## src/codec_serial_pkg.sv

```systemverilog
package codec_serial_pkg;

  // register byte offsets
  localparam logic [7:0] OFS_CTRL_ONE   = 8'h00;
  localparam logic [7:0] OFS_CTRL_TWO   = 8'h04;
  localparam logic [7:0] OFS_CTRL_THREE = 8'h08;
  localparam logic [7:0] OFS_SLOT_MASK  = 8'h0C;
  localparam logic [7:0] OFS_STATUS     = 8'h10;
  localparam logic [2:0] OFS_BUF_REGION = 3'h1;  // 0x20..0x3F: rx words, then tx words

  // field positions
  localparam int EN_POS    = 0;  // control_reg_one: module_enable_bit
  localparam int FSD_POS   = 1;  // control_reg_one: frame_sync_direction
  localparam int IDLE_POS  = 2;  // control_reg_one: idle_output_mode
  localparam int WS_LSB    = 0;  // control_reg_two: word_size_field
  localparam int FSG_LSB   = 4;  // control_reg_two: slots per frame minus one
  localparam int BCKD_POS  = 8;  // control_reg_two: bit_clock_direction
  localparam int BCG_LSB   = 0;  // control register three: bit clock divider

  localparam int WORD_BITS = 16;
  localparam int BUF_WORDS = 4;
  localparam int BUF_AW    = 3;
  localparam int BCG_BITS  = 12;

  typedef enum {ENG_IDLE, ENG_RUN} engine_state_type;

  typedef struct packed {
    logic                 enable;
    logic                 fs_dir;
    logic                 idle_mode;
    logic                 bck_dir;
    logic [3:0]           ws;
    logic [3:0]           fsg;
    logic [BCG_BITS-1:0]  bcg;
    logic [WORD_BITS-1:0] slot_mask;
  } cfg_type;

  typedef struct packed {
    logic                 bclk;
    logic [BCG_BITS-1:0]  bcg_cnt;
    logic [3:0]           bit_cnt;
    logic [3:0]           slot_cnt;
    logic [1:0]           buf_addr;
    logic                 in_frame;
    logic                 start_pend;
    logic                 fs_out;
    logic                 sdo;
    logic                 sdo_oe;
    logic                 bck_oe;
    logic                 fs_oe;
  } engine_type;

  typedef struct packed {
    logic                 we;
    logic [BUF_AW-1:0]    addr;
    logic [WORD_BITS-1:0] data;
  } mem_wr_type;

  // reset values
  localparam cfg_type    CFG_RST = '0;
  localparam engine_type ENG_RST = '0;

endpackage

```

## src/buffer_mem.sv

```systemverilog
`timescale 1ns/1ps
// shadow buffer: bus port writes tx words, serial port writes rx words
module buffer_mem (
  input  wire logic                                 clock_i,
  input  wire logic                                 rstn_i,
  input  wire logic                                 ce_i,
  input  wire codec_serial_pkg::mem_wr_type         a_wr_i,
  input  wire logic [codec_serial_pkg::BUF_AW-1:0]  a_raddr_i,
  input  wire codec_serial_pkg::mem_wr_type         b_wr_i,
  input  wire logic [codec_serial_pkg::BUF_AW-1:0]  b_raddr_i,
  output logic      [codec_serial_pkg::WORD_BITS-1:0] a_rdata_o,
  output logic      [codec_serial_pkg::WORD_BITS-1:0] b_rdata_o
);
  logic [codec_serial_pkg::WORD_BITS-1:0] mem [2*codec_serial_pkg::BUF_WORDS];

  // storage, no reset on the array
  always_ff @(posedge clock_i)
  begin
    if (ce_i && a_wr_i.we)
      mem[a_wr_i.addr] <= a_wr_i.data;
    if (ce_i && b_wr_i.we)
      mem[b_wr_i.addr] <= b_wr_i.data;
  end

  // registered read data
  always_ff @(posedge clock_i)
  begin
    if (!rstn_i)
    begin
      a_rdata_o <= '0;
      b_rdata_o <= '0;
    end
    else if (ce_i)
    begin
      a_rdata_o <= mem[a_raddr_i];
      b_rdata_o <= mem[b_raddr_i];
    end
  end
endmodule // buffer_mem

```

## src/serial_shifter.sv

```systemverilog
`timescale 1ns/1ps
// msb-first shift register, loads parallel and shifts in at bit 0
module serial_shifter (
  input  wire logic                                   clock_i,
  input  wire logic                                   rstn_i,
  input  wire logic                                   ce_i,
  input  wire logic                                   clear_i,
  input  wire logic                                   load_i,
  input  wire logic [codec_serial_pkg::WORD_BITS-1:0] load_data_i,
  input  wire logic                                   shift_i,
  input  wire logic                                   sin_i,
  output logic      [codec_serial_pkg::WORD_BITS-1:0] q_o
);
  logic [codec_serial_pkg::WORD_BITS-1:0] q_nxt;

  // next value
  always_comb
  begin
    q_nxt = q_o;
    if (clear_i)
      q_nxt = '0;
    else if (load_i)
      q_nxt = load_data_i;
    else if (shift_i)
      q_nxt = {q_o[codec_serial_pkg::WORD_BITS-2:0], sin_i};
  end

  // register
  always_ff @(posedge clock_i)
  begin
    if (!rstn_i)
      q_o <= '0;
    else if (ce_i)
      q_o <= q_nxt;
  end
endmodule // serial_shifter

```

## src/converter_serial_unit.sv

```systemverilog
`timescale 1ns/1ps
module converter_serial_unit (
  input  wire logic        clock_i,
  input  wire logic        rstn_i,
  input  wire logic        ce_i,
  input  wire logic        hsel_i,
  input  wire logic [31:0] haddr_i,
  input  wire logic [1:0]  htrans_i,
  input  wire logic        hwrite_i,
  input  wire logic [2:0]  hsize_i,
  input  wire logic [31:0] hwdata_i,
  input  wire logic        hready_i,
  output logic      [31:0] hrdata_o,
  output logic             hreadyout_o,
  output logic             hresp_o,
  input  wire logic        bit_clock_pin_i,
  output logic             bit_clock_pin_o,
  output logic             bit_clock_pin_oe_o,
  input  wire logic        frame_sync_pin_i,
  output logic             frame_sync_pin_o,
  output logic             frame_sync_pin_oe_o,
  output logic             serial_out_pin_o,
  output logic             serial_out_pin_oe_o,
  input  wire logic        serial_in_pin_i
);
  codec_serial_pkg::cfg_type          cfg_r, cfg_nxt;
  codec_serial_pkg::engine_type       eng_r, eng_nxt;
  codec_serial_pkg::engine_state_type state_r, state_nxt;
  codec_serial_pkg::mem_wr_type       mem_a_wr, mem_b_wr;
  logic [15:0] mem_a_rd, mem_b_rd, sh_q, rx_word;
  logic [31:0] hrdata_r, hrdata_nxt;
  logic [7:0]  dpa_r, dpa_nxt;
  logic        dp_r, dp_nxt, dpw_r, dpw_nxt, dph_r, dph_nxt;
  logic        hready_r, hready_nxt, hresp_r;
  logic        bclk_s1, bclk_s2, bclk_s3, fs_s1, fs_s2, sdi_s1, sdi_s2;
  logic        bck_tick, bck_rise, bck_fall, framing, slot_on, word_end;
  logic        sh_load, sh_shift;

  // buffer word region decode
  function automatic logic is_buf(input logic [7:0] a);
    return a[7:5] == codec_serial_pkg::OFS_BUF_REGION;
  endfunction

  // word index inside the buffer region, top bit picks tx
  function automatic logic [2:0] buf_index(input logic [7:0] a);
    return {a[4], a[3:2]};
  endfunction

  // ahb-lite slave: one wait state, then registered answer
  always_comb
  begin
    dp_nxt     = dp_r;
    dpw_nxt    = dpw_r;
    dpa_nxt    = dpa_r;
    dph_nxt    = dph_r;
    hready_nxt = hready_r;
    hrdata_nxt = hrdata_r;
    cfg_nxt    = cfg_r;
    mem_a_wr   = '0;
    if (dp_r)
    begin
      dp_nxt     = 1'b0;
      hready_nxt = 1'b1;
      hrdata_nxt = '0;
      if (dpw_r && dph_r)
      begin
        case (dpa_r)
          codec_serial_pkg::OFS_CTRL_ONE:
          begin
            cfg_nxt.enable    = hwdata_i[codec_serial_pkg::EN_POS];
            cfg_nxt.fs_dir    = hwdata_i[codec_serial_pkg::FSD_POS];
            cfg_nxt.idle_mode = hwdata_i[codec_serial_pkg::IDLE_POS];
          end
          codec_serial_pkg::OFS_CTRL_TWO:
          begin
            cfg_nxt.ws      = hwdata_i[codec_serial_pkg::WS_LSB +: 4];
            cfg_nxt.fsg     = hwdata_i[codec_serial_pkg::FSG_LSB +: 4];
            cfg_nxt.bck_dir = hwdata_i[codec_serial_pkg::BCKD_POS];
          end
          codec_serial_pkg::OFS_CTRL_THREE:
            cfg_nxt.bcg = hwdata_i[codec_serial_pkg::BCG_LSB +: 12];
          codec_serial_pkg::OFS_SLOT_MASK:
            cfg_nxt.slot_mask = hwdata_i[15:0];
          default:
            if (is_buf(dpa_r) && dpa_r[4])
              mem_a_wr = '{1'b1, buf_index(dpa_r), hwdata_i[15:0]};
        endcase
      end
      else if (dph_r)
      begin
        case (dpa_r)
          codec_serial_pkg::OFS_CTRL_ONE:
            hrdata_nxt = {29'h0, cfg_r.idle_mode, cfg_r.fs_dir, cfg_r.enable};
          codec_serial_pkg::OFS_CTRL_TWO:
            hrdata_nxt = {23'h0, cfg_r.bck_dir, cfg_r.fsg, cfg_r.ws};
          codec_serial_pkg::OFS_CTRL_THREE:
            hrdata_nxt = {20'h0, cfg_r.bcg};
          codec_serial_pkg::OFS_SLOT_MASK:
            hrdata_nxt = {16'h0, cfg_r.slot_mask};
          codec_serial_pkg::OFS_STATUS:
            hrdata_nxt = {28'h0, state_r == codec_serial_pkg::ENG_RUN, eng_r.in_frame,
                          eng_r.buf_addr};
          default:
            hrdata_nxt = is_buf(dpa_r) ? {16'h0, mem_a_rd} : 32'h0;
        endcase
      end
    end
    else if (hsel_i && htrans_i[1] && hready_i)
    begin
      dp_nxt     = 1'b1;
      dpw_nxt    = hwrite_i;
      dpa_nxt    = haddr_i[7:0];
      dph_nxt    = haddr_i[31:8] == 24'h0;
      hready_nxt = 1'b0;
    end
  end

  // ahb-lite slave registers
  always_ff @(posedge clock_i)
  begin
    if (!rstn_i)
    begin
      dp_r     <= 1'b0;
      dpw_r    <= 1'b0;
      dpa_r    <= 8'h00;
      dph_r    <= 1'b0;
      hready_r <= 1'b1;
      hrdata_r <= 32'h0;
      hresp_r  <= 1'b0;
      cfg_r    <= codec_serial_pkg::CFG_RST;
    end
    else if (ce_i)
    begin
      dp_r     <= dp_nxt;
      dpw_r    <= dpw_nxt;
      dpa_r    <= dpa_nxt;
      dph_r    <= dph_nxt;
      hready_r <= hready_nxt;
      hrdata_r <= hrdata_nxt;
      cfg_r    <= cfg_nxt;
    end
  end

  // pin synchronisers; stage one feeds only stage two
  always_ff @(posedge clock_i)
  begin
    if (!rstn_i)
    begin
      {bclk_s1, bclk_s2, bclk_s3} <= 3'h0;
      {fs_s1, fs_s2, sdi_s1, sdi_s2} <= 4'h0;
    end
    else if (ce_i)
    begin
      bclk_s1 <= bit_clock_pin_i;
      bclk_s2 <= bclk_s1;
      bclk_s3 <= bclk_s2;
      fs_s1   <= frame_sync_pin_i;
      fs_s2   <= fs_s1;
      sdi_s1  <= serial_in_pin_i;
      sdi_s2  <= sdi_s1;
    end
  end

  // bit clock edges: own divider as master, pin edges as slave
  always_comb
  begin
    bck_tick = cfg_r.enable && !cfg_r.bck_dir && (cfg_r.bcg != 12'h000) &&
               (eng_r.bcg_cnt >= cfg_r.bcg);
    if (cfg_r.bck_dir)
    begin
      bck_rise = cfg_r.enable && bclk_s2 && !bclk_s3;
      bck_fall = cfg_r.enable && !bclk_s2 && bclk_s3;
    end
    else
    begin
      bck_rise = bck_tick && !eng_r.bclk;
      bck_fall = bck_tick && eng_r.bclk;
    end
  end

  // frame and word status
  assign framing  = cfg_r.fs_dir ? (eng_r.in_frame || eng_r.start_pend) : 1'b1;
  assign slot_on  = cfg_r.slot_mask[eng_r.slot_cnt];
  assign word_end = bck_fall && framing && (eng_r.bit_cnt == cfg_r.ws);
  assign rx_word  = {sh_q[14:0], sdi_s2} << (4'hF - cfg_r.ws);

  // serial engine next state
  always_comb
  begin
    eng_nxt   = eng_r;
    state_nxt = state_r;
    sh_load   = 1'b0;
    sh_shift  = 1'b0;
    mem_b_wr  = '0;
    if (!cfg_r.enable)
    begin
      eng_nxt   = codec_serial_pkg::ENG_RST;
      state_nxt = codec_serial_pkg::ENG_IDLE;
    end
    else
    begin
      case (state_r)
        codec_serial_pkg::ENG_IDLE: state_nxt = codec_serial_pkg::ENG_RUN;
        codec_serial_pkg::ENG_RUN:  state_nxt = codec_serial_pkg::ENG_RUN;
        default:                    state_nxt = codec_serial_pkg::ENG_IDLE;
      endcase
      eng_nxt.bck_oe = !cfg_r.bck_dir;
      eng_nxt.fs_oe  = !cfg_r.fs_dir;
      if (bck_tick)
      begin
        eng_nxt.bcg_cnt = 12'h000;
        eng_nxt.bclk    = !eng_r.bclk;
      end
      else if (!cfg_r.bck_dir && cfg_r.bcg != 12'h000)
        eng_nxt.bcg_cnt = eng_r.bcg_cnt + 12'h001;
      else
        eng_nxt.bcg_cnt = 12'h000;
      // rising edge: drive the next bit and the frame sync
      if (bck_rise)
      begin
        if (framing)
        begin
          eng_nxt.in_frame   = cfg_r.fs_dir;
          eng_nxt.start_pend = 1'b0;
          eng_nxt.fs_out     = !cfg_r.fs_dir && eng_r.bit_cnt == 4'h0 &&
                               eng_r.slot_cnt == 4'h0;
          eng_nxt.sdo_oe     = slot_on || cfg_r.idle_mode;
          if (eng_r.bit_cnt == 4'h0)
          begin
            sh_load     = 1'b1;
            eng_nxt.sdo = slot_on && mem_b_rd[15];
          end
          else
            eng_nxt.sdo = slot_on && sh_q[15];
        end
        else
        begin
          eng_nxt.fs_out = 1'b0;
          eng_nxt.sdo    = 1'b0;
          eng_nxt.sdo_oe = cfg_r.idle_mode;
        end
      end
      // falling edge: sample, count bits, slots and buffer words
      if (bck_fall)
      begin
        if (cfg_r.fs_dir && !framing && fs_s2)
          eng_nxt.start_pend = 1'b1;
        if (framing)
        begin
          sh_shift = 1'b1;
          if (word_end)
          begin
            eng_nxt.bit_cnt = 4'h0;
            if (slot_on)
            begin
              mem_b_wr         = '{1'b1, {1'b0, eng_r.buf_addr}, rx_word};
              eng_nxt.buf_addr = eng_r.buf_addr + 2'h1;
            end
            if (eng_r.slot_cnt == cfg_r.fsg)
            begin
              eng_nxt.slot_cnt = 4'h0;
              eng_nxt.in_frame = 1'b0;
            end
            else
              eng_nxt.slot_cnt = eng_r.slot_cnt + 4'h1;
          end
          else
            eng_nxt.bit_cnt = eng_r.bit_cnt + 4'h1;
        end
      end
    end
  end

  // serial engine registers
  always_ff @(posedge clock_i)
  begin
    if (!rstn_i)
    begin
      eng_r   <= codec_serial_pkg::ENG_RST;
      state_r <= codec_serial_pkg::ENG_IDLE;
    end
    else if (ce_i)
    begin
      eng_r   <= eng_nxt;
      state_r <= state_nxt;
    end
  end

  // shadow buffer; tx side read at counter with a 1 on top
  buffer_mem u_buf (
    .clock_i   (clock_i),
    .rstn_i    (rstn_i),
    .ce_i      (ce_i),
    .a_wr_i    (mem_a_wr),
    .a_raddr_i (buf_index(haddr_i[7:0])),
    .b_wr_i    (mem_b_wr),
    .b_raddr_i ({1'b1, eng_r.buf_addr}),
    .a_rdata_o (mem_a_rd),
    .b_rdata_o (mem_b_rd)
  );

  // shared shift register for both directions
  serial_shifter u_shift (
    .clock_i     (clock_i),
    .rstn_i      (rstn_i),
    .ce_i        (ce_i),
    .clear_i     (!cfg_r.enable),
    .load_i      (sh_load),
    .load_data_i (mem_b_rd),
    .shift_i     (sh_shift),
    .sin_i       (sdi_s2),
    .q_o         (sh_q)
  );

  // outputs, all from flops
  assign hrdata_o            = hrdata_r;
  assign hreadyout_o         = hready_r;
  assign hresp_o             = hresp_r;
  assign bit_clock_pin_o     = eng_r.bclk;
  assign bit_clock_pin_oe_o  = eng_r.bck_oe;
  assign frame_sync_pin_o    = eng_r.fs_out;
  assign frame_sync_pin_oe_o = eng_r.fs_oe;
  assign serial_out_pin_o    = eng_r.sdo;
  assign serial_out_pin_oe_o = eng_r.sdo_oe;
endmodule // converter_serial_unit

```

## config.mk

```make
export PLATFORM = sky130hd
export DESIGN_NAME = converter_serial_unit
export DESIGN_NICKNAME = d
export VERILOG_FILES = /design/src/codec_serial_pkg.sv /design/src/buffer_mem.sv /design/src/serial_shifter.sv /design/src/converter_serial_unit.sv
export SDC_FILE = /design/constraint.sdc
export NUM_CORES = 1
export LEC_CHECK = 0
export ABC_AREA = 1
export BUFFER_PORTS_ARGS = -buffer_cell sky130_fd_sc_hd__buf_4
export CAP_MARGIN = 20
export CELL_PAD_IN_SITES_DETAIL_PLACEMENT = 1
export CELL_PAD_IN_SITES_GLOBAL_PLACEMENT = 1
export CORE_MARGIN = 2
export CORE_UTILIZATION = 44
export DETAILED_ROUTE_END_ITERATION = 10
export MAX_ROUTING_LAYER = met4
export PLACE_DENSITY_LB_ADDON = 0.1
export SLEW_MARGIN = 20
export SYNTH_ARGS = -nofsm -noshare
export SYNTH_HDL_FRONTEND = slang
export SYNTH_HIERARCHICAL = 1
export SYNTH_SLANG_ARGS = --single-unit
```

## constraint.sdc

```tcl
create_clock -name clock_i -period 4.2 [get_ports clock_i]
set_clock_uncertainty 0.1 [all_clocks]
set_input_delay 0.42 -clock clock_i [delete_from_list [all_inputs] [get_ports clock_i]]
set_output_delay 0.42 -clock clock_i [all_outputs]
set_load 0.1 [all_outputs]
```

# Word level (Yosys, flattened, before mapping)

Memories as Yosys holds them, arrays and structs flattened. A register that Yosys moved wholly into a read port is not among the register bits.
Index checks and enable logic that the tools add are counted.

Output and inout bits: 40
Flip-flop bits (word level): 169
Word-level logic and storage cells: 171
Memories kept: 1
Memory bits (writable): 128

Memories:

| name      | words | bits a word | read ports | clocked after Yosys merged registers in | wr ports | line             | RTL |
|---|---|---|---|---|---|---|---|
| u_buf.mem | 8     | 16          | 2          | 2                                       | 2        | buffer_mem.sv:14 | `logic [codec_serial_pkg::WORD_BITS-1:0] mem [2*codec_serial_pkg::BUF_WORDS];` |

Bitwise gates (word level): 1
Equality and inequality tests: 16
Reduce and logical (&&, ||, !) cells: 56
$add $sub $neg: 5
Multiplexer cells: 54
Shifts and indexed selects: 1
Order comparisons: 2

Operators with widths:

| cell                                                             | number |
|---|---|
| 20-bit 2-to-1 mux                                                | 9 |
| 16-bit 2-to-1 mux                                                | 6 |
| 16-bit case mux with 5 select lines                              | 1 |
| 12-bit 2-to-1 mux                                                | 3 |
| 32-bit by 1-bit == test with 1-bit output, second input constant | 1 |
| 32-bit by 2-bit == test with 1-bit output, second input constant | 1 |
| 32-bit logical NOT                                               | 1 |
| 30-bit 2-to-1 mux                                                | 1 |
| 1-bit 2-to-1 mux                                                 | 25 |
| 1-bit logical AND                                                | 24 |
| 24-bit logical NOT                                               | 1 |
| 4-bit AND reduction                                              | 5 |
| 8-bit by 4-bit == test with 1-bit output, second input constant  | 2 |
| 16-bit by 4-bit left shift with 16-bit output                    | 1 |
| 12-bit by 1-bit adder with 12-bit output, second input constant  | 1 |
| 12-bit greater-or-equal comparator                               | 1 |
| 2-bit by 1-bit != test with 1-bit output, second input constant  | 6 |
| 12-bit nonzero test                                              | 1 |
| 11-bit 2-to-1 mux                                                | 1 |
| 2-bit AND reduction                                              | 5 |
| 4-bit by 1-bit adder with 4-bit output, second input constant    | 2 |
| 4-bit == test                                                    | 2 |
| 8-bit by 3-bit == test with 1-bit output, second input constant  | 1 |
| 8-bit by 5-bit == test with 1-bit output, second input constant  | 1 |
| other kinds (21)                                                 | 33 |

# Depth between registers and ports, before layout

Gate-level depths: netlist of the first run.

Word-level depth: 15
Depth in mapped cells: 21
Gate-level depth less buffers: 20

# Modules after synthesis

The synthesis of the first run kept the hierarchy.

Modules (own cells, without submodules):

| module                | area an instance (um^2) | times used | seq. area each (um^2) | cells each |
|---|---|---|---|---|
| buffer_mem            | 9,196.3                 | 1          | 4,484.3               | 1,241 |
| converter_serial_unit | 6,424.9                 | 1          | 2,122.0               | 974 |
| serial_shifter        | 894.6                   | 1          | 320.3                 | 157 |

# Least setup slack after synthesis of the first run

OpenSTA, ideal clock, no wires.

Path kind: reg2reg
From: register eng_r, in the netlist bit_clock_pin_o
To: memory u_buf/mem[1][0] (netlist name), enable pin
Period minus slack after synthesis: 3.487 ns
Slack: 0.713 ns
Arrival time: 2.976 ns
Cell stages (with the launch flop): 11
Path buffers: 2
Path through: dfxtp_1 > nand3_2 > nand2_4 > nand4_2 > buf_2 > nor2_1 > inv_1 > nor2_4 > nand2_2 > buf_2 > o21ai_0

RTL lines:

| element                | line                         | RTL |
|---|---|---|
| from (decl)            | converter_serial_unit.sv:27  | `codec_serial_pkg::engine_type eng_r, eng_nxt;` |
| from (signal assigned) | converter_serial_unit.sv:279 | `eng_r <= codec_serial_pkg::ENG_RST;` |
| from (signal assigned) | converter_serial_unit.sv:284 | `eng_r <= eng_nxt;` |
| to (decl)              | buffer_mem.sv:14             |  |

# Worst setup path after layout of the first run

From: register cfg_r[27] (netlist name)
To: register u_shift/q_o[3] (netlist name)

Longest elaborated chain between the ends: 9
Elaborated cells between the ends (all ways): 16
Classes of those cells: order compare: 1; eq/ne: 1; mux: 8; reduce/logical: 6

RTL lines:

| element                                                                                               | line                         | RTL |
|---|---|---|
| from (decl)                                                                                           | converter_serial_unit.sv:26  | `codec_serial_pkg::cfg_type cfg_r, cfg_nxt;` |
| from (signal assigned)                                                                                | converter_serial_unit.sv:130 | `cfg_r <= codec_serial_pkg::CFG_RST;` |
| from (signal assigned)                                                                                | converter_serial_unit.sv:140 | `cfg_r <= cfg_nxt;` |
| parallel branches: the longest is 2 deep, another holds 12-bit greater-or-equal comparator            | --                           |  |
| 1-bit logical AND (*)                                                                                 | converter_serial_unit.sv:167 | `bck_tick = cfg_r.enable && !cfg_r.bck_dir && (cfg_r.bcg != 12'h000) &&` |
| 1-bit logical AND (*)                                                                                 | converter_serial_unit.sv:176 | `bck_rise = bck_tick && !eng_r.bclk;` |
| 1-bit 2-to-1 mux (*)                                                                                  | converter_serial_unit.sv:169 | `if (cfg_r.bck_dir)` |
| 1-bit 2-to-1 mux (*)                                                                                  | converter_serial_unit.sv:219 | `if (bck_rise)` |
| 1-bit 2-to-1 mux (*)                                                                                  | converter_serial_unit.sv:195 | `if (!cfg_r.enable)` |
| named net sh_load                                                                                     | converter_serial_unit.sv:37  | `logic sh_load, sh_shift;` |
| 3-bit by 1-bit != test with 1-bit output (no source line) / 16-bit 2-to-1 mux (equally long branches) | --                           |  |
| 2-bit AND reduction (no source line) / 16-bit 2-to-1 mux (equally long branches)                      | --                           |  |
| to (signal assigned)                                                                                  | serial_shifter.sv:34         | `q_o <= q_nxt;` |
| to (decl)                                                                                             | serial_shifter.sv:12         | `output logic [codec_serial_pkg::WORD_BITS-1:0] q_o` |

Mark *: on every way through the listed nets, which the timed path passes.
A chain may end at the register's enable or synchronous reset.

==> results.md, run 1 <==
* Via density at 5.62
* Total Wirelength at 60400 µm
* CP required at 4.57 ns
* CP most frequent cell: nand2_1
* DRT antenna net count at 0
* Achievable Freq at 290 MHz
* Area delta synth->final at 10.8%
* Share of layout cells above drive strength 1 at 9.79%
* Final worst slack at 0.752 ns
* Peak supply drop at 0.239 mV
* Die W at 198 µm
* RSZ-0062 raised after global routing: no
* Pwr Density at 350 mW/mm²
* Endpoints failing hold at 0
* First-pass GRT wire length at slightly above 90000 µm
* MaxCap Viol Count at 0
* H-tree levels at 2
* Critical path type: reg -> reg
* Setup Buffers After CTS at 0
* Core area at about 0.037 mm²
* Initial Util at 44.9%
* Crit-path cells: inv_1, ha_1, nand2_1, nor2_2, nand2_1, nor2_1, nand2_1, nand2_2, nand2_1, or2_4, nand2_4, inv_2, nor3_2, buf_4, inv_2, nand2_2, nand2_2, nand2_1, nand2_1, nor2_1
* Placed cell area at 0.0172 mm²
* # setup viols final at 0
* Post-synthesis sequential area ratio at 41.9%
* Sw Ratio at 25.5%
* Largest net degree at the start of global routing at 95
* Post-synthesis instance total at about 2400
* TritonCTS Buffers at 34
* Avg Synthesized Cell Area at 6.96 µm²
* Cells after DPL at 2803
* Final non-filler cell total at 2871
* CP peak stage delay at 0.34 ns
* Synth warnings at 6
* Dpl ws at 0.761 ns
* Via count at 16100
* Flop pwr share at 45.7%
* Final max-slew violation count at 0
* CTS Root Cell: clkbuf_16
* Die ar. at 0.0391 mm²
* Worst-path clk slew at 0.06 ns
* CTS tree: done
* Slowest library cell on the worst path: nand2_2
* Nets at 2470
* Pint at 4.77 mW
* Crit Path Max Fanout at 32
* Clock Tree Buf Depth at 3
* Netlist cell types at 49
* Hold Path Class: in -> reg
* Latest clock arrival within the worst-skew pair at 0.55 ns
* Finished Cell Area at approximately 0.018 mm²
* Placement Rows at 70
* Detailed Routing Iterations Pass 1 at 5
* Post-layout min period at 3.45 ns
* Post-Syn Area at around 0.017 mm²
* Grt total ovfl at 0
* CP endpoint kind: flip-flop
* Top cells by area in the synthesized netlist: edfxtp_1 (23%), dfxtp_1 (19%), nand2_1 (14%)
* Grt met2 use at between 50 and 60%
* Total negative slack at 0 ns
* IO buf count at 80
* Fin Hold WS at ~0.028 ns
* Post_cts resized at 0
* Clock Power Share at between 40% and 50%
* Synth top area share at 23.3%
* Met1 Track Usage GR at 40.0%
* Status: completed
* Register bit total from synthesis at about 280
* Rel. slew slack at between 20% and 30%
* Crit path DAT at 3.82 ns
* Drt wl/cell at 21.0 µm
* Overall global routing resource usage at 32.2%
* Residual DRC at 0
* GP Congestion at 0.912
* Layer with the highest usage: met2
* Final period utilization at about 80%
* Initial antenna violation count at 4
* Dominant cell type by area after synthesis: edfxtp_1
* Vias in the first global route at 16500
* WP buf/inv at 4
* Starting DRC count in detailed routing at 984
* Combinational Power Share at approximately 9%
* Detail Placement HPWL at 40900 µm
* NetSw at around 1.6 mW
* I/O pins at 118
* Actual slew at the worst max-slew pin at 1.06 ns
* Fin util at 49.8%
* Pleak at 7.57 nW
* CTS Sinks at 282
* CP top delay family: simple AND/OR/NAND/NOR gates
* Die Span Y at between 150 and 200 µm
* Startpoint Class: flip-flop
* M3 GR Usage at 6.32%
* Power, Total at 6.41 mW
-- registers in the layout (all words and copies together) (netlist names), 8 cells and up --
signal / flops
eng_r: 24
u_buf/mem: 128
hrdata_o: 16
u_shift/q_o: 16
u_buf/b_rdata_o: 16
dpa_r: 8
u_buf/a_rdata_o: 16
cfg_r: 40
-- power by group through the flow --
stage / sequential [mW] / combinational [mW] / clock [mW]
2_1_floorplan: 2.97 / 0.380 / 0
3_3_place_gp: 2.98 / 0.527 / 0
3_5_place_dp: 2.99 / 0.542 / 0
4_1_cts: 2.93 / 0.548 / 2.97
5_1_grt: 2.93 / 0.608 / 3.06
6_report: 2.93 / 0.562 / 2.92
-- per-layer routing --
layer	wire [µm]	up-vias
met4	2040	0
met5	0	-
met1	25900	7874
met3	3930	110
met2	28500	453
li1	-	7686
-- worst min-delay path: cells and delay by family --
kind,cells,cell delay [ns]
buffers and inverters,1,0.08
AND/OR/NAND/NOR,2,0.12
-- Yosys cell counts (all sizes together) --
master	n
a211oi	25
a21oi	125
a31oi	1
buf	126
clkbuf	40
clkinv	3
conb	2
dfxtp	154
edfxtp	128
ha	17
inv	277
mux2i	1
nand2	658
nand3	268
nand3b	3
nand4	9
nor2	213
nor3	12
nor3b	1
nor4	8
o2111ai	4
o211ai	3
o21ai	267
o221ai	2
o22ai	6
o2bb2ai	2
o31ai	1
or2	6
or3	1
xnor2	3
xor2	6
-- final timing paths --
kind | startpoint | endpoint | slack (ns) | cells after the start
setup / recovery | cfg_r[27] | u_shift/q_o[3] | 0.75 | 20
hold / removal | haddr_i[7] | dpa_r[7] | 0.03 | 3
setup reg to reg | cfg_r[27] | u_shift/q_o[3] | 0.75 | 20
hold reg to reg | hrdata_o[9] | hrdata_o[9] | 0.36 | 2
-- layout make-up --
cell class	count	area, µm²
Clock buffer	57	1040
Timing Repair Buffer	113	858
Clock inverter	4	48.8
Multi-Input combinational cell	1664	7790
Sequential cell	282	6930
Fill cell	4761	18500
Antenna cell	3	7.51
Tap cell	468	586
Inverter	280	1050
-- repair_timing --
action	in CTS	in global routing
setup endpoints to repair	0	0
hold endpoints to repair	4	0
hold buffers	4	0
-- layout by cell type, fill, tap and decap left out, drive strengths merged, types with 2 or more instances in the layout --
master,count
nand2,658
inv,278
nand3,268
o21ai,267
nor2,213
dfxtp,154
edfxtp,128
a21oi,125
buf,109
clkbuf,57
a211oi,25
conb,22
ha,17
nor3,12
nand4,9
nor4,8
xor2,6
o22ai,6
or2,6
clkinv,5
o2111ai,4
dlygate4sd3,4
diode,3
o211ai,3
nand3b,3
xnor2,3
o221ai,2
o2bb2ai,2
-- logic make-up (layout without fill, tap and decap cells) --
group | count (synthesis) | in the layout | synth area share [%]
buffers and inverters | 446 | 454 | 11.6
xor gates and xnor gates | 9 | 9 | 0.477
other | 2 | 25 | 0.0455
and+or+nand+nor | 1179 | 1179 | 30.5
adders and majority gates | 17 | 17 | 1.29
AOI/OAI and AO/OA | 436 | 436 | 14.1
muxes | 1 | 1 | 0.0606
DFF | 282 | 282 | 41.9
(Power assumes the default switching activity.)
==> run 2, diff against run 1 <==
- CORE_UTILIZATION: 44 -> 40
- clock period: 4.2 -> 2.85 ns (I/O delays scaled with it)
==> run 2 against run 1 <==
Core utilization barely moved. Worst setup slack got worse by 0.81 ns. Hold slack got worse by 0.013 ns. Sequential cell count did not move. Largest power group is now clock. Via count rose by 4.2%. The run now ends with negative setup slack left. Final area rose by 11%. Fmax rose by 19%. Critical endpoint is now u_buf/mem[2][3]. First-iteration DRC count rose by 21%. Count of clock-buffer cells in the layout fell by 3. Global-route usage fell by 1.8 points. Critical path depth fell by 1.
==> results.md, run 2 (synthesis gave the netlist of run 1 again) <==
* Status: finished with violations (was completed)
* Failing checks: negative setup slack
* I/O pins at 118 (unchanged)
* DRT antenna net count at 0 (unchanged)
* Worst-path clk slew at 0.06 ns (about the same)
* Overall global routing resource usage at 30.4% (was 32.2%)
* Pleak at 8.52 nW (was 7.57 nW)
* Commonest non-fill, non-tap cell in the layout: nand2_1 (unchanged)
* Diodes inserted at 0 (was 3)
* Rel. slew slack at 38.6% (was 29.5%)
* Post-layout min period at 2.91 ns (was 3.45 ns)
* Final max-slew violation count at 0 (unchanged)
* Detail Placement HPWL at 44100 µm (was 40900 µm)
* CP required at 3.05 ns (was 4.57 ns)
* Area delta synth->final at 23.0% (was 10.8%)
* Placed cell area at 0.0181 mm² (was 0.0172 mm²)
* Via density at 5.45 (was 5.62)
* Via count at 16800 (was 16100)
* Actual slew at the worst max-slew pin at 0.918 ns (was 1.06 ns)
* Die W at 207 µm (was 198 µm)
* Core area at 0.0408 mm² (was 0.0368 mm²)
* Crit path DAT at 3.10 ns (was 3.82 ns)
* # setup viols final at 63 (was 0)
* Nets at 2615 (was 2470)
* Crit Path Max Fanout at 16 (was 32)
* First-pass GRT wire length at 99100 µm (was 92900 µm)
* Total negative slack at -2.05 ns (was 0 ns)
* Die ar. at 0.0429 mm² (was 0.0391 mm²)
* Most frequent cells in the layout: nand2_1 (621), nand3_1 (261), inv_1 (250) (was nand2_1 (636), inv_1 (263), nand3_1 (262))
* Reg2Reg Launch Point: cfg_r[23] (was cfg_r[27])
* Residual DRC at 0 (unchanged)
* IO buf count at 80 (unchanged)
* Top flop regs: u_buf/mem (128), cfg_r (40), eng_r (24) (unchanged)
* H-tree levels at 2 (unchanged)
* CP endpoint kind: flip-flop (unchanged)
* CTS Sinks at 282 (unchanged)
* Peak supply drop at 0.368 mV (was 0.239 mV)
* Critical path type: reg -> reg (unchanged)
* MaxCap Viol Count at 0 (unchanged)
* TritonCTS Buffers at 36 (was 34)
* Starting DRC count in detailed routing at 1189 (was 984)
* CTS tree: done (unchanged)
* Largest net degree at the start of global routing at 70 (was 95)
* Final worst slack at -0.0564 ns (was 0.752 ns)
* Final non-filler cell total at 3080 (was 2871)
* Hold Path Depth at 3 (unchanged)
* Clock Tree Buf Depth at 3 (unchanged)
* Placement Rows at 74 (was 70)
* Startpoint Class: flip-flop (unchanged)
* CTS Root Cell: clkbuf_16 (unchanged)
* Finished Cell Area at 0.0203 mm² (was 0.0183 mm²)
* Grt total ovfl at 0 (unchanged)
* Total Wirelength at 64800 µm (was 60400 µm)
* Area of the multi-input gates at 0.00812 mm² (was 0.00779 mm²)
* Critical path launch point: cfg_r[23] (was cfg_r[27])
* Largest register by flop count: u_buf/mem (unchanged)
* R2R depth at 19 (was 20)
* Die Span Y at 207 µm (was 198 µm)
* RSZ-0062 raised after global routing: yes (was no)
* Achievable Freq at 344 MHz (was 290 MHz)
* Max reg flops at 128 (unchanged)
* Latest clock arrival within the worst-skew pair at 0.56 ns (was 0.55 ns)
* Initial antenna violation count at 0 (was 4)
* GP Congestion at 0.889 (was 0.912)
* Share of layout cells above drive strength 1 at 17.0% (was 9.79%)
* Final period utilization at 102% (was 82.1%)
* Hold Path Class: in -> reg (unchanged)
* Pwr Density at 493 mW/mm² (was 350 mW/mm²)
* Detailed Routing Iterations Pass 1 at 7 (was 5)
* Power, Total at 10.0 mW (was 6.41 mW)
* Storage cell area at 0.00694 mm² (was 0.00693 mm²)
* Cells after DPL at 2964 (was 2803)
* Hold_sp: hwdata_i[8] (was haddr_i[7])
* Drt wl/cell at 21.0 µm (about the same)
* Endpoints failing hold at 0 (unchanged)
* Initial Util at 40.4% (was 44.9%)
* Vias in the first global route at 17300 (was 16500)
* Fillers at 5169 (was 4761)
* Dpl ws at -0.105 ns (was 0.761 ns)
## run 2: cell count changes in the layout (fill, tap and decap cells not counted), moves of 6 or more
cell           before  now
buf_6               0    9
nand2_1           636  621
buf_12              0   16
dfxtp_2             1    9
buf_4             109  200
inv_2              14   24
dfxtp_1           153  145
nor2_4              5   11
nand2_4             2    9
nor2_1            204  179
nor2_2              4   23
dlygate4sd3_1       4   26
inv_1             263  250
## run 2: path summary, 6_finish.rpt
| path | slack (ns) | to |
|---|---|---|
| hold reg to reg | 0.37 | hrdata_o[10] |
| setup reg to reg | -0.06 | u_buf/mem[2][3] |
| setup / recovery | -0.06 | u_buf/mem[2][3] |
| hold / removal | 0.01 | cfg_r[24] |
## run 2: per-layer routing
metal | track usage (%) | share of wire, % | vias to the layer above
li1 | - | - | 7964
met1 | 38.3 | 44 | 8299
met2 | 50.1 | 48 | 398
met3 | 3.70 | 4.6 | 133
met4 | 11.6 | 3.8 | 0
met5 | - | 0 | -
## run 2: where the power goes
| group | internal [mW] | leakage, nW | switching (mW) |
|---|---|---|---|
| clock | 2.90 | 0.584 | 1.88 |
| combinational | 0.266 | 5.49 | 0.646 |
| sequential | 4.26 | 2.45 | 0.0617 |
| total | 7.42 | 8.52 | 2.59 |
## run 2: critical path: stages, from the launching register on
cell	delay, ns
dfxtp_2	0.33
inv_2	0.05
ha_1	0.31
nand2_1	0.08
inv_1	0.08
nand2_2	0.07
nor2_1	0.09
nand2_1	0.09
nand2_4	0.13
nand3_4	0.10
nand2_4	0.10
nand4_4	0.16
nor2_2	0.19
inv_1	0.09
nor2_4	0.17
buf_12	0.13
nand2_8	0.07
buf_12	0.16
nand2_1	0.07
o21ai_1	0.08
## run 2: area by class of cell
| type | instances | share of cell area (%) |
|---|---|---|
| Clock buffer | 54 | 5.12 |
| Inverter | 280 | 5.23 |
| Tap cell | 532 | 3.28 |
| Clock inverter | 12 | 0.862 |
| Multi-Input combinational cell | 1664 | 40.0 |
| Timing Repair Buffer | 256 | 11.4 |
| Sequential cell | 282 | 34.1 |
## run 2: repair_timing
action	in CTS	in global routing
setup endpoints to repair	144	145
pin swaps	11	23
hold endpoints to repair	26	0
resized for setup	31	75
buffers inserted	6	12
cloned	2	4
hold buffers	27	0
## run 2: stage by stage
step	util (%)	hold slack, ns
final	49.8	0.0145
after global routing	49.8	0.0368
after CTS	48.7	0.00882
after detailed placement	44.4	0.360
after global placement	44.4	0.354
after floorplan	-	0.320
==> run 3, diff against run 2 <==
- ABC_AREA: 1 -> unset
- CORE_MARGIN: 2 -> 8
- CORE_UTILIZATION: 40 -> 44
==> run 3 against run 2 <==
The flow finishes with violations (max-slew violations, negative setup slack). Global-route usage is 3.0 points lower. Synthesized cell count down 38%. Hold slack better by 0.096 ns. Die area decreased by 1.2%. Count of clock-buffer cells in the layout shrank 3. Wire length shrank 12%. First-iteration DRC count decreased by 29%. Sequential power decreased by 1%. Cell count down 30%. Register-to-register slack worse by 0.27 ns. Power is 7.9% lower. Fmax is 8.6% lower. Critical path type unchanged. Largest cell class unchanged.
==> results.md, run 3 <==
* Top cells by area in the synthesized netlist: edfxtp_1 (24%), dfxtp_1 (19%), mux2_2 (13%) (was edfxtp_1 (23%), dfxtp_1 (19%), nand2_1 (14%))
* Crit path DAT at 3.35 ns (was 3.10 ns)
* IO buf count at 80 (unchanged)
* CP endpoint kind: flip-flop (unchanged)
* Status: finished with violations (unchanged)
* Latest clock arrival within the worst-skew pair at 0.55 ns (was 0.56 ns)
* Synth top area share at 24.2% (was 23.3%)
* Endpoints failing hold at 0 (unchanged)
* # setup viols final at 128 (was 63)
* Commonest non-fill, non-tap cell in the layout: buf_4 (was nand2_1)
* Hold Path Class: in -> reg (unchanged)
* Netlist cell types at 70 (was 49)
* Initial antenna violation count at 2 (was 0)
* Die Span Y at 206 µm (was 207 µm)
* Final period utilization at 112% (was 102%)
* Post-Syn Area at 0.0159 mm² (was 0.0165 mm²)
* Most frequent cells in the layout: buf_4 (212), mux2_2 (154), dfxtp_1 (144) (was nand2_1 (621), nand3_1 (261), inv_1 (250))
* Most used DFF post-synth: dfxtp_1 (unchanged)
* Reg-to-Reg End: u_buf/mem[0][5] (was u_buf/mem[2][3])
* Pwr Density at 465 mW/mm² (was 493 mW/mm²)
* Synth warnings at 6 (unchanged)
* Power, Total at 9.22 mW (was 10.0 mW)
* Total Wirelength at 57100 µm (was 64800 µm)
* Startpoint Class: flip-flop (unchanged)
* H-tree levels at 2 (unchanged)
* Final worst slack at -0.328 ns (was -0.0564 ns)
* Commonest cells post-synth: mux2_2 (179), dfxtp_1 (154), mux2i_1 (140) (was nand2_1 (636), inv_1 (263), nand3_1 (262))
* Fin Hold WS at 0.111 ns (was 0.0145 ns)
* I/O pins at 118 (unchanged)
* TritonCTS Buffers at 35 (was 36)
* Actual slew at the worst max-slew pin at 1.73 ns (was 0.918 ns)
* Die W at 206 µm (was 207 µm)
* Pleak at 7.67 nW (was 8.52 nW)
* Drt wl/cell at 26.3 µm (was 21.0 µm)
* CP required at 3.02 ns (was 3.05 ns)
* Most common cell in the netlist: mux2_2 (was nand2_1)
* Reg2Reg Launch Point: cfg_r[25] (was cfg_r[23])
* R2R depth at 14 (was 19)
* Worst-path clk slew at 0.06 ns (about the same)
* Register bit total from synthesis at 282 (unchanged)
* Initial Util at 44.6% (was 40.4%)
* Share of layout cells above drive strength 1 at 33.5% (was 17.0%)
* Via count at 13000 (was 16800)
* Vias in the first global route at 13400 (was 17300)
* Residual DRC at 0 (unchanged)
* Achievable Freq at 315 MHz (was 344 MHz)
* DRT antenna net count at 0 (unchanged)
* Dominant cell type by area after synthesis: edfxtp_1 (unchanged)
* First-pass GRT wire length at 85100 µm (was 99100 µm)
* Starting DRC count in detailed routing at 845 (was 1189)
* Detail Placement HPWL at 39500 µm (was 44100 µm)
* CTS Root Cell: clkbuf_16 (unchanged)
* Overall global routing resource usage at 27.4% (was 30.4%)
* Final max-slew violation count at 34 (was 0)
* CTS tree: done (unchanged)
* Nets at 1779 (was 2615)
* RSZ-0062 raised after global routing: yes (unchanged)
* Hold_sp: haddr_i[19] (was hwdata_i[8])
* Clock Tree Buf Depth at 3 (unchanged)
* Fraction of registers with async set/reset at 0% (unchanged)
* Largest register by flop count: u_buf/mem (unchanged)
* Core area at 0.0356 mm² (was 0.0408 mm²)
* Crit Path Max Fanout at 8 (was 16)
* Rel. slew slack at -15.7% (was 38.6%)
* Post-synthesis sequential area ratio at 43.6% (was 41.9%)
* Detailed Routing Iterations Pass 1 at 5 (was 7)
* Peak supply drop at 0.440 mV (was 0.368 mV)
* Post-synth EDFFs at 128 (unchanged)
* Critical path type: reg -> reg (unchanged)
* Area delta synth->final at 24.9% (was 23.0%)
* Die ar. at 0.0424 mm² (was 0.0429 mm²)
* Top flop regs: u_buf/mem (128), cfg_r (40), eng_r (24) (unchanged)
* Post-synthesis instance total at 1475 (was 2372)
* Grt total ovfl at 0 (unchanged)
* CTS Sinks at 282 (unchanged)
* Via density at 5.98 (was 5.45)
* R2R Setup Slk at -0.33 ns (was -0.06 ns)
* GP Congestion at 0.878 (was 0.889)
* Failing checks: max-slew violations, negative setup slack (was negative setup slack)
* Largest net degree at the start of global routing at 60 (was 70)
* Max reg flops at 128 (unchanged)
* Avg Synthesized Cell Area at 10.8 µm² (was 6.96 µm²)
* WHS Endpoint: dph_r (was cfg_r[24])
* Post-layout min period at 3.18 ns (was 2.91 ns)
* Hold Path Depth at 6 (was 3)
* MaxCap Viol Count at 0 (unchanged)
* Placement Rows at 69 (was 74)
## run 3: final cells by class
| cell class | instances | area (µm²) |
|---|---|---|
| Clock buffer | 51 | 981 |
| Sequential cell | 282 | 6940 |
| Antenna cell | 2 | 5.00 |
| Clock inverter | 9 | 114 |
| Fill cell | 3759 | 15700 |
| Inverter | 39 | 149 |
| Tap cell | 461 | 577 |
| Timing Repair Buffer | 265 | 2320 |
| Multi-Input combinational cell | 1061 | 8740 |
## run 3: kinds of logic after synthesis
group	Yosys count	share of synthesized area, %
buffers and inverters	157	5.25
XOR/XNOR	11	0.607
AND/OR/NAND/NOR	352	11.5
other	2	0.0473
adder cells (fa/ha/maj)	17	1.34
multiplexers	341	23.4
AO/OA/AOI/OAI	313	14.3
flip-flops	282	43.6
## run 3: layer usage
layer	GRT usage, %	vias up	part of all wire [%]
met3	3.76	102	5.2
met4	9.58	0	3.2
met5	-	-	0
li1	-	5897	-
met1	36.5	6614	45
met2	42.4	356	46
## run 3: stage by stage
stage	instances	worst slack, ns	TNS (ns)	utilization [%]	area, µm²
5_1_grt	2170	-0.449	-46.06	55.7	19800
2_1_floorplan	1498	-0.393	-45.98	-	16200
3_5_place_dp	2060	-0.578	-61.86	50.1	17800
6_report	2170	-0.328	-30.52	55.7	19800
4_1_cts	2164	-0.285	-29.04	55.4	19700
3_3_place_gp	2060	-0.505	-54.16	50.1	17800
## run 3: power breakdown
part | switching (mW) | internal (mW) | total, mW | leakage, nW
registers | 0.0255 | 4.23 | 4.26 | 2.74
clock network | 1.77 | 2.57 | 4.34 | 0.526
logic | 0.399 | 0.220 | 0.619 | 4.40
## run 3: worst max-delay path by stage
stage	startpoint	end	slack, ns	cells after the start
after global routing	cfg_r[25]	u_buf/mem[0][13]	-0.45	14
after CTS	cfg_r[27]	u_buf/mem[2][5]	-0.28	14
after detailed placement	cfg_r[25]	u_buf/mem[0][2]	-0.58	12
after floorplan	cfg_r[25]	u_buf/mem[2][10]	-0.39	14
final	cfg_r[25]	u_buf/mem[0][5]	-0.33	14
after global placement	cfg_r[25]	u_buf/mem[0][2]	-0.50	12
## run 3: what timing repair did
action,4_1_cts,5_1_grt
hold endpoints to repair,49,0
pin swaps,10,18
resized for setup,73,20
hold buffers,27,0
endpoints found under the setup margin,129,169
setup buffers,12,9
gates cloned,5,1
## run 3: worst max-delay path: stages, from the launching register on
cell       delay (ns)
dfxtp_2          0.32
inv_1            0.08
ha_4             0.21
nand4_1          0.17
nor2_1           0.08
or3_4            0.38
o211ai_1         0.26
a21oi_2          0.15
nand2b_4         0.16
nor2_4           0.07
nor3b_4          0.24
buf_6            0.15
nand2b_4         0.14
o31ai_4          0.16
clkbuf_16        0.23
